`src/rtl/hmp_defs.svh`:
```
// Constants of the maximum-address security state machine
`ifndef HMP_DEFS_SVH
`define HMP_DEFS_SVH
`define HMP_OPC_SETMAX 8'hf9
`define HMP_OPC_SETMAX_EXT 8'h37
`define HMP_FEAT_PWSET 8'h01
`define HMP_FEAT_LOCK 8'h02
`define HMP_FEAT_UNLOCK 8'h03
`define HMP_FEAT_FREEZE 8'h04
`define HMP_PW_FIRST 8'h01
`define HMP_PW_WORDS 16
`define HMP_WORD_W 16
`define HMP_SECTOR_LAST 8'hff
`define HMP_TRY_W 3
`define HMP_TRY_LOAD 3'h5
`define HMP_TRY_ZERO 3'h0
`endif

```
`src/rtl/hmp_pkg.sv`:
```
// Types of the maximum-address security state machine
package hmp_pkg;
    typedef enum logic [1:0] {
        SEC_OPEN = 2'b00,
        SEC_LOCKED = 2'b01,
        SEC_FROZEN = 2'b10
    } hmp_sec_t;

    typedef enum logic [1:0] {
        FSM_IDLE = 2'b00,
        FSM_XFER = 2'b01,
        FSM_FIN = 2'b10
    } hmp_fsm_t;

    typedef enum logic [2:0] {
        OP_NONE = 3'b000,
        OP_PWSET = 3'b001,
        OP_LOCK = 3'b010,
        OP_UNLOCK = 3'b011,
        OP_FREEZE = 3'b100,
        OP_SETMAX = 3'b101
    } hmp_op_t;
endpackage : hmp_pkg

```
`src/rtl/hmp_try_cnt.sv`:
```
// Unlock attempt counter
`timescale 1ns/1ps
module hmp_try_cnt import hmp_pkg::*; #(
    parameter int W = 3
) (
    input wire logic clk_i, // Clock
    input wire logic arst_n_i, // Async reset, active low
    input wire logic load_i, // Load value_i
    input wire logic dec_i, // Count down by one
    input wire logic [W-1:0] value_i, // Load value
    output logic [W-1:0] cnt_o // Attempts left
);
    typedef struct packed {
        logic [W-1:0] cnt;
    } hmp_cnt_st_t;

    hmp_cnt_st_t st_reg;
    hmp_cnt_st_t st_next;

    always_comb begin
        st_next = st_reg;
        if (load_i) begin
            st_next.cnt = value_i;
        end else if (dec_i && (st_reg.cnt != '0)) begin
            // Saturate at zero so a stray decrement cannot wrap to a fresh budget
            st_next.cnt = st_reg.cnt - W'(1);
        end
    end

    always_ff @(posedge clk_i or negedge arst_n_i) begin
        if (!arst_n_i) begin
            st_reg <= '0;
        end else begin
            st_reg <= st_next;
        end
    end

    assign cnt_o = st_reg.cnt;
endmodule : hmp_try_cnt

```
`src/rtl/hmp_pw_store.sv`:
```
// Volatile password store and word-by-word comparator
`timescale 1ns/1ps
`include "hmp_defs.svh"
module hmp_pw_store import hmp_pkg::*; #(
    parameter int WORDS = 16,
    parameter int DW = 16
) (
    input wire logic clk_i, // Clock
    input wire logic arst_n_i, // Async reset, active low
    input wire logic start_i, // Begin a new comparison
    input wire logic store_i, // 1: words are stored, 0: compared
    input wire logic word_valid_i, // Sector word present
    input wire logic [7:0] idx_i, // Word index in sector
    input wire logic [DW-1:0] word_i, // Sector word
    output logic match_o // All compared words equal
);
    typedef struct packed {
        logic [WORDS-1:0][DW-1:0] pw;
        logic match;
    } hmp_pw_st_t;

    hmp_pw_st_t st_reg;
    hmp_pw_st_t st_next;
    logic [WORDS-1:0] hit;

    genvar g;
    generate
        for (g = 0; g < WORDS; g++) begin : g_hit
            assign hit[g] = word_valid_i && (idx_i == 8'(g) + `HMP_PW_FIRST);
        end
    endgenerate

    always_comb begin
        st_next = st_reg;
        if (start_i) begin
            st_next.match = 1'b1;
        end
        for (int i = 0; i < WORDS; i++) begin
            if (hit[i] && store_i) begin
                st_next.pw[i] = word_i;
            end else if (hit[i] && (word_i != st_reg.pw[i])) begin
                st_next.match = 1'b0;
            end
        end
    end

    always_ff @(posedge clk_i or negedge arst_n_i) begin
        if (!arst_n_i) begin
            st_reg <= '0;
        end else begin
            st_reg <= st_next;
        end
    end

    assign match_o = st_reg.match;
endmodule : hmp_pw_store

```
`src/rtl/hmp_sec_fsm.sv`:
```
// Maximum-address security state machine: password, lock, unlock, freeze
// Operation
// - Opcode F9h feature 04h enters frozen on successful completion.
// - Frozen: every maximum-address command is aborted.
// - Freeze-lock arriving in unlocked state is aborted.
// - An F9h subcommand right after read-max acts as set-max.
// - Feature 02h locks; then only unlock and freeze-lock pass.
// - Locked holds until power cycle, accepted unlock or freeze-lock.
// - Password-set takes exactly one 512-byte sector from the host.
// - Words 1 to 16 carry the password; other words ignored.
// - Password kept in volatile storage until power cycle.
// - Accepted password-set makes the state unlocked.
// - Password-set while locked or frozen aborts, password unchanged.
// - Feature 03h takes one sector and compares the password words.
// - Failed unlock compare aborts and decrements the attempt counter.
// - Counter loads five on accepted lock; decrements per locked mismatch.
// - Counter at zero: unlock aborts without compare until power cycle.
// - Matching unlock enters unlocked; password-set, lock and set-max accepted again.
// - Unlock when not locked is aborted.
// - Set-max while locked or frozen is aborted.
// - Set-max not right after completed read-max is aborted.
`timescale 1ns/1ps
`include "hmp_defs.svh"
module hmp_sec_fsm import hmp_pkg::*; #(
    parameter logic DRIVE_NUM = 1'b0
) (
    input wire logic clk_i, // Clock, 100 MHz
    input wire logic arst_n_i, // Power-on reset, active low
    input wire logic cmd_valid_i, // Command written, one-cycle pulse
    input wire logic [7:0] cmd_opcode_i, // Command register
    input wire logic [7:0] cmd_feature_i, // Features register
    input wire logic cmd_drive_select_bit_i, // Drive select bit of device/head
    input wire logic rdmax_done_i, // Read-max command completed, pulse
    input wire logic data_valid_i, // Sector word from host
    input wire logic [15:0] data_i, // Sector word
    output logic busy_o, // Busy status
    output logic data_req_o, // Data request, sector words wanted
    output logic done_o, // Command completion pulse
    output logic err_o, // Status error bit
    output logic abrt_o, // Error register abort bit
    output logic setmax_go_o, // Set-max granted to address datapath, pulse
    output logic locked_o, // Locked state
    output logic frozen_o, // Frozen state
    output logic pw_valid_o, // A password is stored
    output logic [2:0] tries_left_o // Unlock attempts left
);
    typedef struct packed {
        hmp_fsm_t fsm;
        hmp_sec_t sec;
        hmp_op_t op;
        logic pw_set;
        logic prev_rd;
        logic [7:0] widx;
        logic abort_pend;
        logic busy;
        logic drq;
        logic done;
        logic err;
        logic abrt;
        logic setmax_go;
    } hmp_top_st_t;

    hmp_top_st_t st_reg;
    hmp_top_st_t st_next;
    logic take;
    logic guarded;
    logic subcmd;
    logic cnt_load;
    logic cnt_dec;
    logic pw_start;
    logic pw_match;
    logic fin_abort;
    logic [`HMP_TRY_W-1:0] tries;

    assign take = cmd_valid_i && (st_reg.fsm == FSM_IDLE) && (cmd_drive_select_bit_i == DRIVE_NUM);
    assign guarded = (cmd_opcode_i == `HMP_OPC_SETMAX) || (cmd_opcode_i == `HMP_OPC_SETMAX_EXT);
    // A subcommand is only seen as such when read-max did not just complete
    assign subcmd = (cmd_opcode_i == `HMP_OPC_SETMAX) && !st_reg.prev_rd
        && (cmd_feature_i >= `HMP_FEAT_PWSET) && (cmd_feature_i <= `HMP_FEAT_FREEZE);

    hmp_try_cnt #(
        .W(`HMP_TRY_W)
    ) u_try_cnt (
        .clk_i(clk_i),
        .arst_n_i(arst_n_i),
        .load_i(cnt_load),
        .dec_i(cnt_dec),
        .value_i(`HMP_TRY_LOAD),
        .cnt_o(tries)
    );

    hmp_pw_store #(
        .WORDS(`HMP_PW_WORDS),
        .DW(`HMP_WORD_W)
    ) u_pw_store (
        .clk_i(clk_i),
        .arst_n_i(arst_n_i),
        .start_i(pw_start),
        .store_i(st_reg.op == OP_PWSET),
        .word_valid_i((st_reg.fsm == FSM_XFER) && data_valid_i),
        .idx_i(st_reg.widx),
        .word_i(data_i),
        .match_o(pw_match)
    );

    always_comb begin
        st_next = st_reg;
        st_next.done = 1'b0;
        st_next.setmax_go = 1'b0;
        cnt_load = 1'b0;
        cnt_dec = 1'b0;
        pw_start = 1'b0;
        fin_abort = st_reg.abort_pend;
        // Any command ends the read-max window; a completion in the same cycle wins
        if (cmd_valid_i) begin
            st_next.prev_rd = 1'b0;
        end
        if (rdmax_done_i) begin
            st_next.prev_rd = 1'b1;
        end
        unique case (st_reg.fsm)
            FSM_IDLE: begin
                if (take && guarded) begin
                    st_next.busy = 1'b1;
                    st_next.err = 1'b0;
                    st_next.abrt = 1'b0;
                    st_next.widx = '0;
                    st_next.fsm = FSM_FIN;
                    st_next.abort_pend = 1'b0;
                    if (st_reg.sec == SEC_FROZEN) begin
                        st_next.op = OP_NONE;
                        st_next.abort_pend = 1'b1;
                    end else if (!subcmd) begin
                        st_next.op = OP_SETMAX;
                        st_next.abort_pend = (st_reg.sec == SEC_LOCKED) || !st_reg.prev_rd;
                    end else if (cmd_feature_i == `HMP_FEAT_PWSET) begin
                        st_next.op = OP_PWSET;
                        if (st_reg.sec == SEC_LOCKED) begin
                            st_next.abort_pend = 1'b1;
                        end else begin
                            st_next.drq = 1'b1;
                            st_next.fsm = FSM_XFER;
                        end
                    end else if (cmd_feature_i == `HMP_FEAT_LOCK) begin
                        st_next.op = OP_LOCK;
                        st_next.abort_pend = (st_reg.sec == SEC_LOCKED) || !st_reg.pw_set;
                    end else if (cmd_feature_i == `HMP_FEAT_UNLOCK) begin
                        st_next.op = OP_UNLOCK;
                        if ((st_reg.sec != SEC_LOCKED) || (tries == `HMP_TRY_ZERO)) begin
                            st_next.abort_pend = 1'b1;
                        end else begin
                            st_next.drq = 1'b1;
                            st_next.fsm = FSM_XFER;
                            pw_start = 1'b1;
                        end
                    end else begin
                        st_next.op = OP_FREEZE;
                        // Only a locked drive can freeze, so a password must exist
                        st_next.abort_pend = (st_reg.sec != SEC_LOCKED);
                    end
                end
            end
            FSM_XFER: begin
                if (data_valid_i) begin
                    st_next.widx = st_reg.widx + 8'h01;
                    if (st_reg.widx == `HMP_SECTOR_LAST) begin
                        st_next.drq = 1'b0;
                        st_next.fsm = FSM_FIN;
                    end
                end
            end
            FSM_FIN: begin
                if (!st_reg.abort_pend) begin
                    unique case (st_reg.op)
                        OP_PWSET: begin
                            st_next.sec = SEC_OPEN;
                            st_next.pw_set = 1'b1;
                        end
                        OP_LOCK: begin
                            st_next.sec = SEC_LOCKED;
                            cnt_load = 1'b1;
                        end
                        OP_UNLOCK: begin
                            if (pw_match) begin
                                st_next.sec = SEC_OPEN;
                            end else begin
                                fin_abort = 1'b1;
                                cnt_dec = 1'b1;
                            end
                        end
                        OP_FREEZE: begin
                            st_next.sec = SEC_FROZEN;
                        end
                        OP_SETMAX: begin
                            st_next.setmax_go = 1'b1;
                        end
                        OP_NONE: begin
                            st_next.sec = st_reg.sec;
                        end
                        default: begin
                            st_next.sec = st_reg.sec;
                        end
                    endcase
                end
                // Error bits and busy change together so the host never sees a stale status
                st_next.err = fin_abort;
                st_next.abrt = fin_abort;
                st_next.busy = 1'b0;
                st_next.done = 1'b1;
                st_next.fsm = FSM_IDLE;
            end
            default: begin
                st_next.fsm = FSM_IDLE;
            end
        endcase
    end

    always_ff @(posedge clk_i or negedge arst_n_i) begin
        if (!arst_n_i) begin
            st_reg <= '0;
        end else begin
            st_reg <= st_next;
        end
    end

    assign busy_o = st_reg.busy;
    assign data_req_o = st_reg.drq;
    assign done_o = st_reg.done;
    assign err_o = st_reg.err;
    assign abrt_o = st_reg.abrt;
    assign setmax_go_o = st_reg.setmax_go;
    // Locked and frozen codes own one bit each, so these flags are plain flop bits
    assign locked_o = st_reg.sec[0];
    assign frozen_o = st_reg.sec[1];
    assign pw_valid_o = st_reg.pw_set;
    assign tries_left_o = tries;

    AST_FREEZE_ENTERS: assert property (@(posedge clk_i) disable iff (!arst_n_i)
        take && subcmd && (cmd_feature_i == `HMP_FEAT_FREEZE) && (st_reg.sec == SEC_LOCKED)
        |=> ##1 (st_reg.sec == SEC_FROZEN) && st_reg.done && !st_reg.abrt)
        else $error("freeze-lock did not enter frozen");

    AST_FROZEN_REJECTS: assert property (@(posedge clk_i) disable iff (!arst_n_i)
        take && guarded && (st_reg.sec == SEC_FROZEN)
        |=> !st_reg.drq ##1 (st_reg.done && st_reg.abrt && (st_reg.sec == SEC_FROZEN)))
        else $error("command accepted while frozen");

    AST_FREEZE_OPEN_ABORT: assert property (@(posedge clk_i) disable iff (!arst_n_i)
        take && subcmd && (cmd_feature_i == `HMP_FEAT_FREEZE) && (st_reg.sec == SEC_OPEN)
        |=> ##1 (st_reg.abrt && (st_reg.sec == SEC_OPEN)))
        else $error("freeze-lock not aborted in unlocked state");

    AST_LOCK_LOADS: assert property (@(posedge clk_i) disable iff (!arst_n_i)
        take && subcmd && (cmd_feature_i == `HMP_FEAT_LOCK) && (st_reg.sec == SEC_OPEN) && st_reg.pw_set
        |=> ##1 (locked_o && (tries == `HMP_TRY_LOAD)))
        else $error("lock did not load five attempts");

    AST_ONE_SECTOR: assert property (@(posedge clk_i) disable iff (!arst_n_i)
        (st_reg.fsm == FSM_XFER) && data_valid_i && (st_reg.widx == `HMP_SECTOR_LAST)
        |=> !st_reg.drq && st_reg.busy ##1 (st_reg.done && !st_reg.busy))
        else $error("sector length wrong");

    AST_PWSET_LOCKED: assert property (@(posedge clk_i) disable iff (!arst_n_i)
        take && subcmd && (cmd_feature_i == `HMP_FEAT_PWSET) && (st_reg.sec == SEC_LOCKED)
        |=> !st_reg.drq ##1 (st_reg.abrt && locked_o))
        else $error("password-set accepted while locked");

    AST_UNLOCK_GUARD: assert property (@(posedge clk_i) disable iff (!arst_n_i)
        take && subcmd && (cmd_feature_i == `HMP_FEAT_UNLOCK) && ((st_reg.sec != SEC_LOCKED) || (tries == '0))
        |=> !st_reg.drq ##1 (st_reg.done && st_reg.abrt))
        else $error("unlock not aborted");

    AST_MISMATCH_DEC: assert property (@(posedge clk_i) disable iff (!arst_n_i)
        (st_reg.fsm == FSM_FIN) && (st_reg.op == OP_UNLOCK) && !st_reg.abort_pend && !pw_match
        |=> (st_reg.abrt && locked_o && (tries == $past(tries) - 3'h1)))
        else $error("mismatching unlock not aborted and counted");

    AST_SETMAX_ORDER: assert property (@(posedge clk_i) disable iff (!arst_n_i)
        take && (cmd_opcode_i == `HMP_OPC_SETMAX_EXT) && !st_reg.prev_rd
        |=> ##1 (st_reg.abrt && !st_reg.setmax_go))
        else $error("set-max without read-max accepted");

    AST_ABORT_REPORT: assert property (@(posedge clk_i) disable iff (!arst_n_i)
        st_reg.done |-> !st_reg.busy && $past(st_reg.busy) && (st_reg.err == st_reg.abrt))
        else $error("completion status inconsistent");

    AST_PWSET_OPENS: assert property (@(posedge clk_i) disable iff (!arst_n_i)
        (st_reg.fsm == FSM_FIN) && (st_reg.op == OP_PWSET) && !st_reg.abort_pend
        |=> st_reg.pw_set && (st_reg.sec == SEC_OPEN) && st_reg.done && !st_reg.abrt)
        else $error("accepted password-set did not unlock");

    AST_UNLOCK_MATCH: assert property (@(posedge clk_i) disable iff (!arst_n_i)
        (st_reg.fsm == FSM_FIN) && (st_reg.op == OP_UNLOCK) && !st_reg.abort_pend && pw_match
        |=> (st_reg.sec == SEC_OPEN) && st_reg.done && !st_reg.abrt && (tries == $past(tries)))
        else $error("matching unlock did not unlock");

    AST_TRIES_STAY_ZERO: assert property (@(posedge clk_i) disable iff (!arst_n_i)
        (tries == `HMP_TRY_ZERO) && !((st_reg.fsm == FSM_FIN) && (st_reg.op == OP_LOCK) && !st_reg.abort_pend)
        |=> (tries == `HMP_TRY_ZERO))
        else $error("exhausted attempt counter changed");

    AST_LOCKED_HOLDS: assert property (@(posedge clk_i) disable iff (!arst_n_i)
        locked_o && !((st_reg.fsm == FSM_FIN) && !fin_abort && ((st_reg.op == OP_UNLOCK) || (st_reg.op == OP_FREEZE)))
        |=> locked_o)
        else $error("locked state left without an accepted unlock or freeze");
endmodule : hmp_sec_fsm

```
`config.mk`:
```
export PLATFORM = sky130hd
export DESIGN_NAME = hmp_sec_fsm
export DESIGN_NICKNAME = d
export VERILOG_FILES = /design/src/rtl/hmp_pkg.sv /design/src/rtl/hmp_try_cnt.sv /design/src/rtl/hmp_pw_store.sv /design/src/rtl/hmp_sec_fsm.sv
export VERILOG_INCLUDE_DIRS = /design/src /design/src/rtl
export SDC_FILE = /design/constraint.sdc
export NUM_CORES = 1
export LEC_CHECK = 0
export ABC_AREA = 1
export CAP_MARGIN = 20
export CORE_MARGIN = 8
export CORE_UTILIZATION = 35
export CTS_BUF_LIST = sky130_fd_sc_hd__clkbuf_8
export DETAILED_ROUTE_END_ITERATION = 10
export DONT_BUFFER_PORTS = 1
export GPL_ROUTABILITY_DRIVEN = 0
export GPL_TIMING_DRIVEN = 0
export PLACE_DENSITY_LB_ADDON = 0.08
export SYNTH_ARGS = -nofsm -noshare
export SYNTH_HDL_FRONTEND = slang
export SYNTH_SLANG_ARGS = --single-unit
```
`constraint.sdc`:
```
create_clock -name clk_i -period 2.5 [get_ports clk_i]
set_clock_uncertainty 0.15 [all_clocks]
set_input_delay 0.75 -clock clk_i [delete_from_list [all_inputs] [get_ports clk_i]]
set_output_delay 0.75 -clock clk_i [all_outputs]
set_load 0.005 [all_outputs]
```
# Yosys cells after proc, flatten, opt, wreduce, memory -nomap -nowiden
# Cells that the tools add are included.
# word_totals
out_inout_bits	12
ff_bits	284
elab_cells	270
# op_classes
eq_ne	58
n_mux	98
bitwise	2
reduce_logical	77
order_cmp	2
add_sub_neg	2
# op_table
op	count
$ne 16x16->1	16
$mux 1	71
$eq 8x4->1 const B	8
$logic_and 1x1->1	56
$eq 8x2->1 const B	4
$eq 8x3->1 const B	4
$mux 2	12
$mux 3	7
$eq 8x1->1 const B	2
$eq 8x8->1 const B	2
$pmux 8 s2	1
$mux 11	1
$reduce_and 10->1	1
$ne 3x3->1 const B	3
$reduce_and 3->1	3
$add 8x1->8 const B	1
$eq 8x5->1 const B	1
$eq 8x6->1 const B	1
$ge 8x1->1 const B	1
$le 8x3->1 const B	1
$mux 8	1
$ne 2x1->1 const B	4
$pmux 2 s2	2
$pmux 2 s4	1
19 further kinds	35

# Logic depth before layout (Yosys ltp)
# logic_depth
word_depth	43
depth_mapped	16
ltp_nobuf	14

# Cells and area by module
# From an unflattened synthesis, not the netlist that was laid out.
# hier_totals
cells_unflattened	2056
area_unflattened_um2	15518.6
# by_module_without_submodules
module	seq_area_each_um2	instances	area_each_um2	cells_per_inst
hmp_pw_store	6431.2	1	13770.7	1810
hmp_sec_fsm	575.6	1	1555.2	219
hmp_try_cnt	75.1	1	192.7	27

# Worst setup path after synthesis
# Ideal clock, no wire load.
# synth_timing
path_kind	input to register
startpoint	input data_i[10]
endpoint	register u_pw_store.st_reg, in the netlist u_pw_store.match_o
arrival_time_ns	1.841
path_slack_ns	0.438
cell_stages	15
required_time_ns	2.279
cell_sequence	buf_4 > buf_2 > nand2_1 > nand2_1 > nor2_1 > nand2_1 > nor2_1 > nand2_1 > nand2_1 > nand2_1 > nor2_1 > nand2_1 > nor2_1 > nor2_1 > nor2_1
# synth_lines
element	line_no	text
from (decl)	hmp_sec_fsm.sv:35	input wire logic [15:0] data_i,
to (signal assigned)	hmp_pw_store.sv:51	st_reg <= st_next;
to (decl)	hmp_pw_store.sv:22	hmp_pw_st_t st_reg;

# Worst setup path after layout
# layout_timing
startpoint	register st_reg[23] (netlist name)
endpoint	register u_pw_store.st_reg[169] (netlist name)
# layout_between
elab_chain_cells	4
# layout_lines
element	line_no	text
from (decl)	hmp_sec_fsm.sv:63	hmp_top_st_t st_reg;
from (signal assigned)	hmp_sec_fsm.sv:222	st_reg <= st_next;
$eq 2x1->1	hmp_sec_fsm.sv:100	.word_valid_i((st_reg.fsm == FSM_XFER) && data_valid_i),
$logic_and 1x1->1	hmp_sec_fsm.sv:100	
$logic_and 1x1->1	hmp_pw_store.sv:29	assign hit[g] = word_valid_i && (idx_i == 8'(g) + `HMP_PW_FIRST);
$logic_and 1x1->1	hmp_pw_store.sv:39	if (hit[i] && store_i) begin
# No other way between the ends.
# A chain may end at the register's enable or synchronous reset.

==> summary.txt <==
Run status
  – Status: finished, violations left
  – Failing checks: negative hold slack

Power
  – Max IR drop VDD: 0.000322 V
  – Power density cells: 573 nW/um^2
  – Leakage power: 0.00848 uW

STA
  – F_max: 0.414 GHz
  – Setup Viol. Count Final: 0
  – Worst Hold Slack: -0.349 ns
  – Slew at the pin closest to its max-slew limit: 1.06 ns
  – Period utilization: 0.967
  – Max-slew headroom: 0.291
  – Setup TNS: 0 ns
  – Worst Setup Slack, final: 0.0836 ns
  – Max-slew violations: 0
  – Final min period: 2.42 ns
  – Final hold vios: 283

Yosys
  – Synth Flop Type: dfrtp_1
  – Ys Warns: 0
  – Synth Register Bits: 283
  – Synth top area cells: dfrtp_1 (45%), nand2_1 (21%), xor2_1 (6.1%)
  – Most common cell in the netlist: nand2_1
  – Synth cell types: 37
  – Asr flop ratio synth: 1.00
  – Post-Syn Area: 15600 um^2
  – Most frequent cells after synthesis: nand2_1 (864), dfrtp_1 (283), nor2_1 (203), inv_1 (197), o21ai_1 (166)
  – Post-synth EDFFs: 0
  – Syn nets: 2193
  – Post-synth top area share: 0.455
  – Avg Cell Area, Syn: 7.25 um^2
  – Largest area contributor in the netlist: dfrtp_1
  – Synthesized instance count: 2149
  – Seq/Total Area, Yosys: 0.455

Finish
  – Area grow syn2layout: 12.0%
  – Fillers: 4742
  – N_diodes: 0
  – Layout Cells excl Fill: 2840
  – Layout cells sized above 1: 0.0841
  – Max FFs per register: 256
  – Final net count: 2250

Drt
  – Via count: 13155
  – Avg WL per Cell: 16.6 um
  – Post-route ant nets: 0
  – First drt pass iteration count: 5
  – # DRC: 0
  – Initial DRC count: 1038
  – Vias/cell: 4.63
  – Routed WL: 47100 um

Worst setup path
  – Critical path's slowest cell: nor2_1
  – Startpoint types: register
  – Slowest Stage Delay on Critical Path: 0.43 ns
  – Crit path max fanout: 10
  – Critical Path Stages: 9
  – Buf/Inv on CP: 1
  – Most common cell on crit path: nand2_1
  – Worst-path cell chain: nor2_4 > nand2_2 > nor2_2 > nand4_1 > nor2_1 > nand2_1 > buf_2 > nand2_1 > o21ai_1
  – Reg-to-reg slack, setup: 0.08 ns
  – Crit path max-delay family: simple AND/OR/NAND/NOR gates
  – Worst EP required: 2.87 ns
  – R2R cell count: 9
  – Worst EP arrival: 2.79 ns
  – Setup crit end kind: register
  – Type of the worst setup path: reg2reg

Global route
  – Number of global-route vias before repair: 12785
  – All-Layer GR Usage: 0.188
  – GRT overflow: 0
  – Initial antenna violation count: 0
  – Global-route wire length before repair: 74200 um
  – Largest net degree at the start of global routing: 284

Clock network
  – H-tree depth: 2
  – Setup repair bufs after CTS: 0
  – Clock root cell: clkbuf_8
  – Later-pin clock latency in the skew report: 0.65 ns
  – CTS tree: done
  – Post-CTS Hold Buffers: 1
  – Number of buffers created by CTS: 54
  – Clk slew on worst S/H paths: 0.06 ns
  – CTS sink count: 283
  – Buffer depth of the longest clock path: 3

Placement
  – DP Worst Slack: -0.402 ns
  – Port bufs: 0
  – Post-Place Cells: 2741
  – HPWL Detailed: 34500 um

Floorplan
  – Core footprint: 44100 um^2
  – Rows: 77
  – Die footprint: 51500 um^2
  – Initial Util: 0.353
  – Die X: 227 um
  – Top Ports: 50
  – Chip height: 227 um

Job
  – Max-cap viol count: 0

Min path
  – Worst hold path class: in2async
==> final cells by class <==
cell class              instances  area, um^2  share of cell area
clock inverters                26         110             0.00631
repair buffers                  1        10.0            0.000574
inverters                     215         825              0.0473
well taps                     592         741              0.0424
plain buffers                 120         808              0.0463
multi-input cells            1531        6880               0.394
flip-flops and latches        283        7080               0.406
clock buffers                  72         991              0.0568
==> where the power goes <==
group	switching [uW]	leakage (uW)	total (uW)	internal [uW]
combinational	474	0.00391	707	234
clock	2110	0.000650	4660	2550
sequential	26.6	0.00392	4630	4610
==> layer usage <==
layer	wire (um)	vias to the layer above	track usage
li1	-	6692	-
met1	23000	6180	0.262
met2	21200	214	0.302
met3	1770	69	0.0246
met4	1140	0	0.0590
met5	0	-	0
==> timing repair <==
item,CTS,global route
resized for setup,1,8
hold endpoints to repair,284,283
endpoints found under the setup margin,3,28
==> logic make-up after synthesis <==
logic type,synth area share
AO/OA/AOI/OAI,0.0932
XOR/XNOR,0.0607
flip-flops,0.455
AND/OR/NAND/NOR,0.282
adder cells (fa/ha/maj),0.00482
buffers and inverters,0.104
==> cells in the final DEF (no fill, tap or decap), types with 3 or more instances in the layout <==
cell,netlist,routed
inv_1,197,220
dfrtp_1,283,283
clkbuf_1,42,39
nor3_2,4,5
xor2_1,108,108
nand3_1,19,19
buf_4,4,4
nor4_1,4,4
nand4_1,7,7
inv_4,7,7
clkbuf_8,0,72
nor2_1,203,203
o21ai_0,104,104
nor2_2,5,5
inv_2,10,10
buf_2,35,34
o21ai_1,166,166
clkbuf_2,0,3
nand2_1,864,864
ha_1,6,6
nor3_1,17,16
buf_6,39,39
a21oi_1,7,7
==> path summary, 6_finish.rpt <==
check / from / end
max reg2reg: st_reg[23]$_DFFE_PN0P_ / u_pw_store.st_reg[169]$_DFFE_PN0P_
max in group asynchronous: arst_n_i / u_pw_store.st_reg[96]$_DFFE_PN0P_
min: arst_n_i / u_pw_store.st_reg[179]$_DFFE_PN0P_
min reg2reg: u_pw_store.st_reg[39]$_DFFE_PN0P_ / u_pw_store.st_reg[39]$_DFFE_PN0P_
max: st_reg[23]$_DFFE_PN0P_ / u_pw_store.st_reg[169]$_DFFE_PN0P_
min in group clk_i: rdmax_done_i / st_reg[15]$_DFFE_PN0P_
==> through the flow <==
stage	util	total power (uW)	hold WS (ns)	cell area [um^2]
after detailed placement	0.370	5420	0.320	16300
after global routing	0.395	10500	-0.397	17500
after floorplan	-	5210	0.301	15600
after global placement	0.370	5420	0.321	16300
after CTS	0.395	10200	-0.408	17400
final	0.395	10000	-0.349	17500
Note: power is estimated with default switching activity, not from simulation.
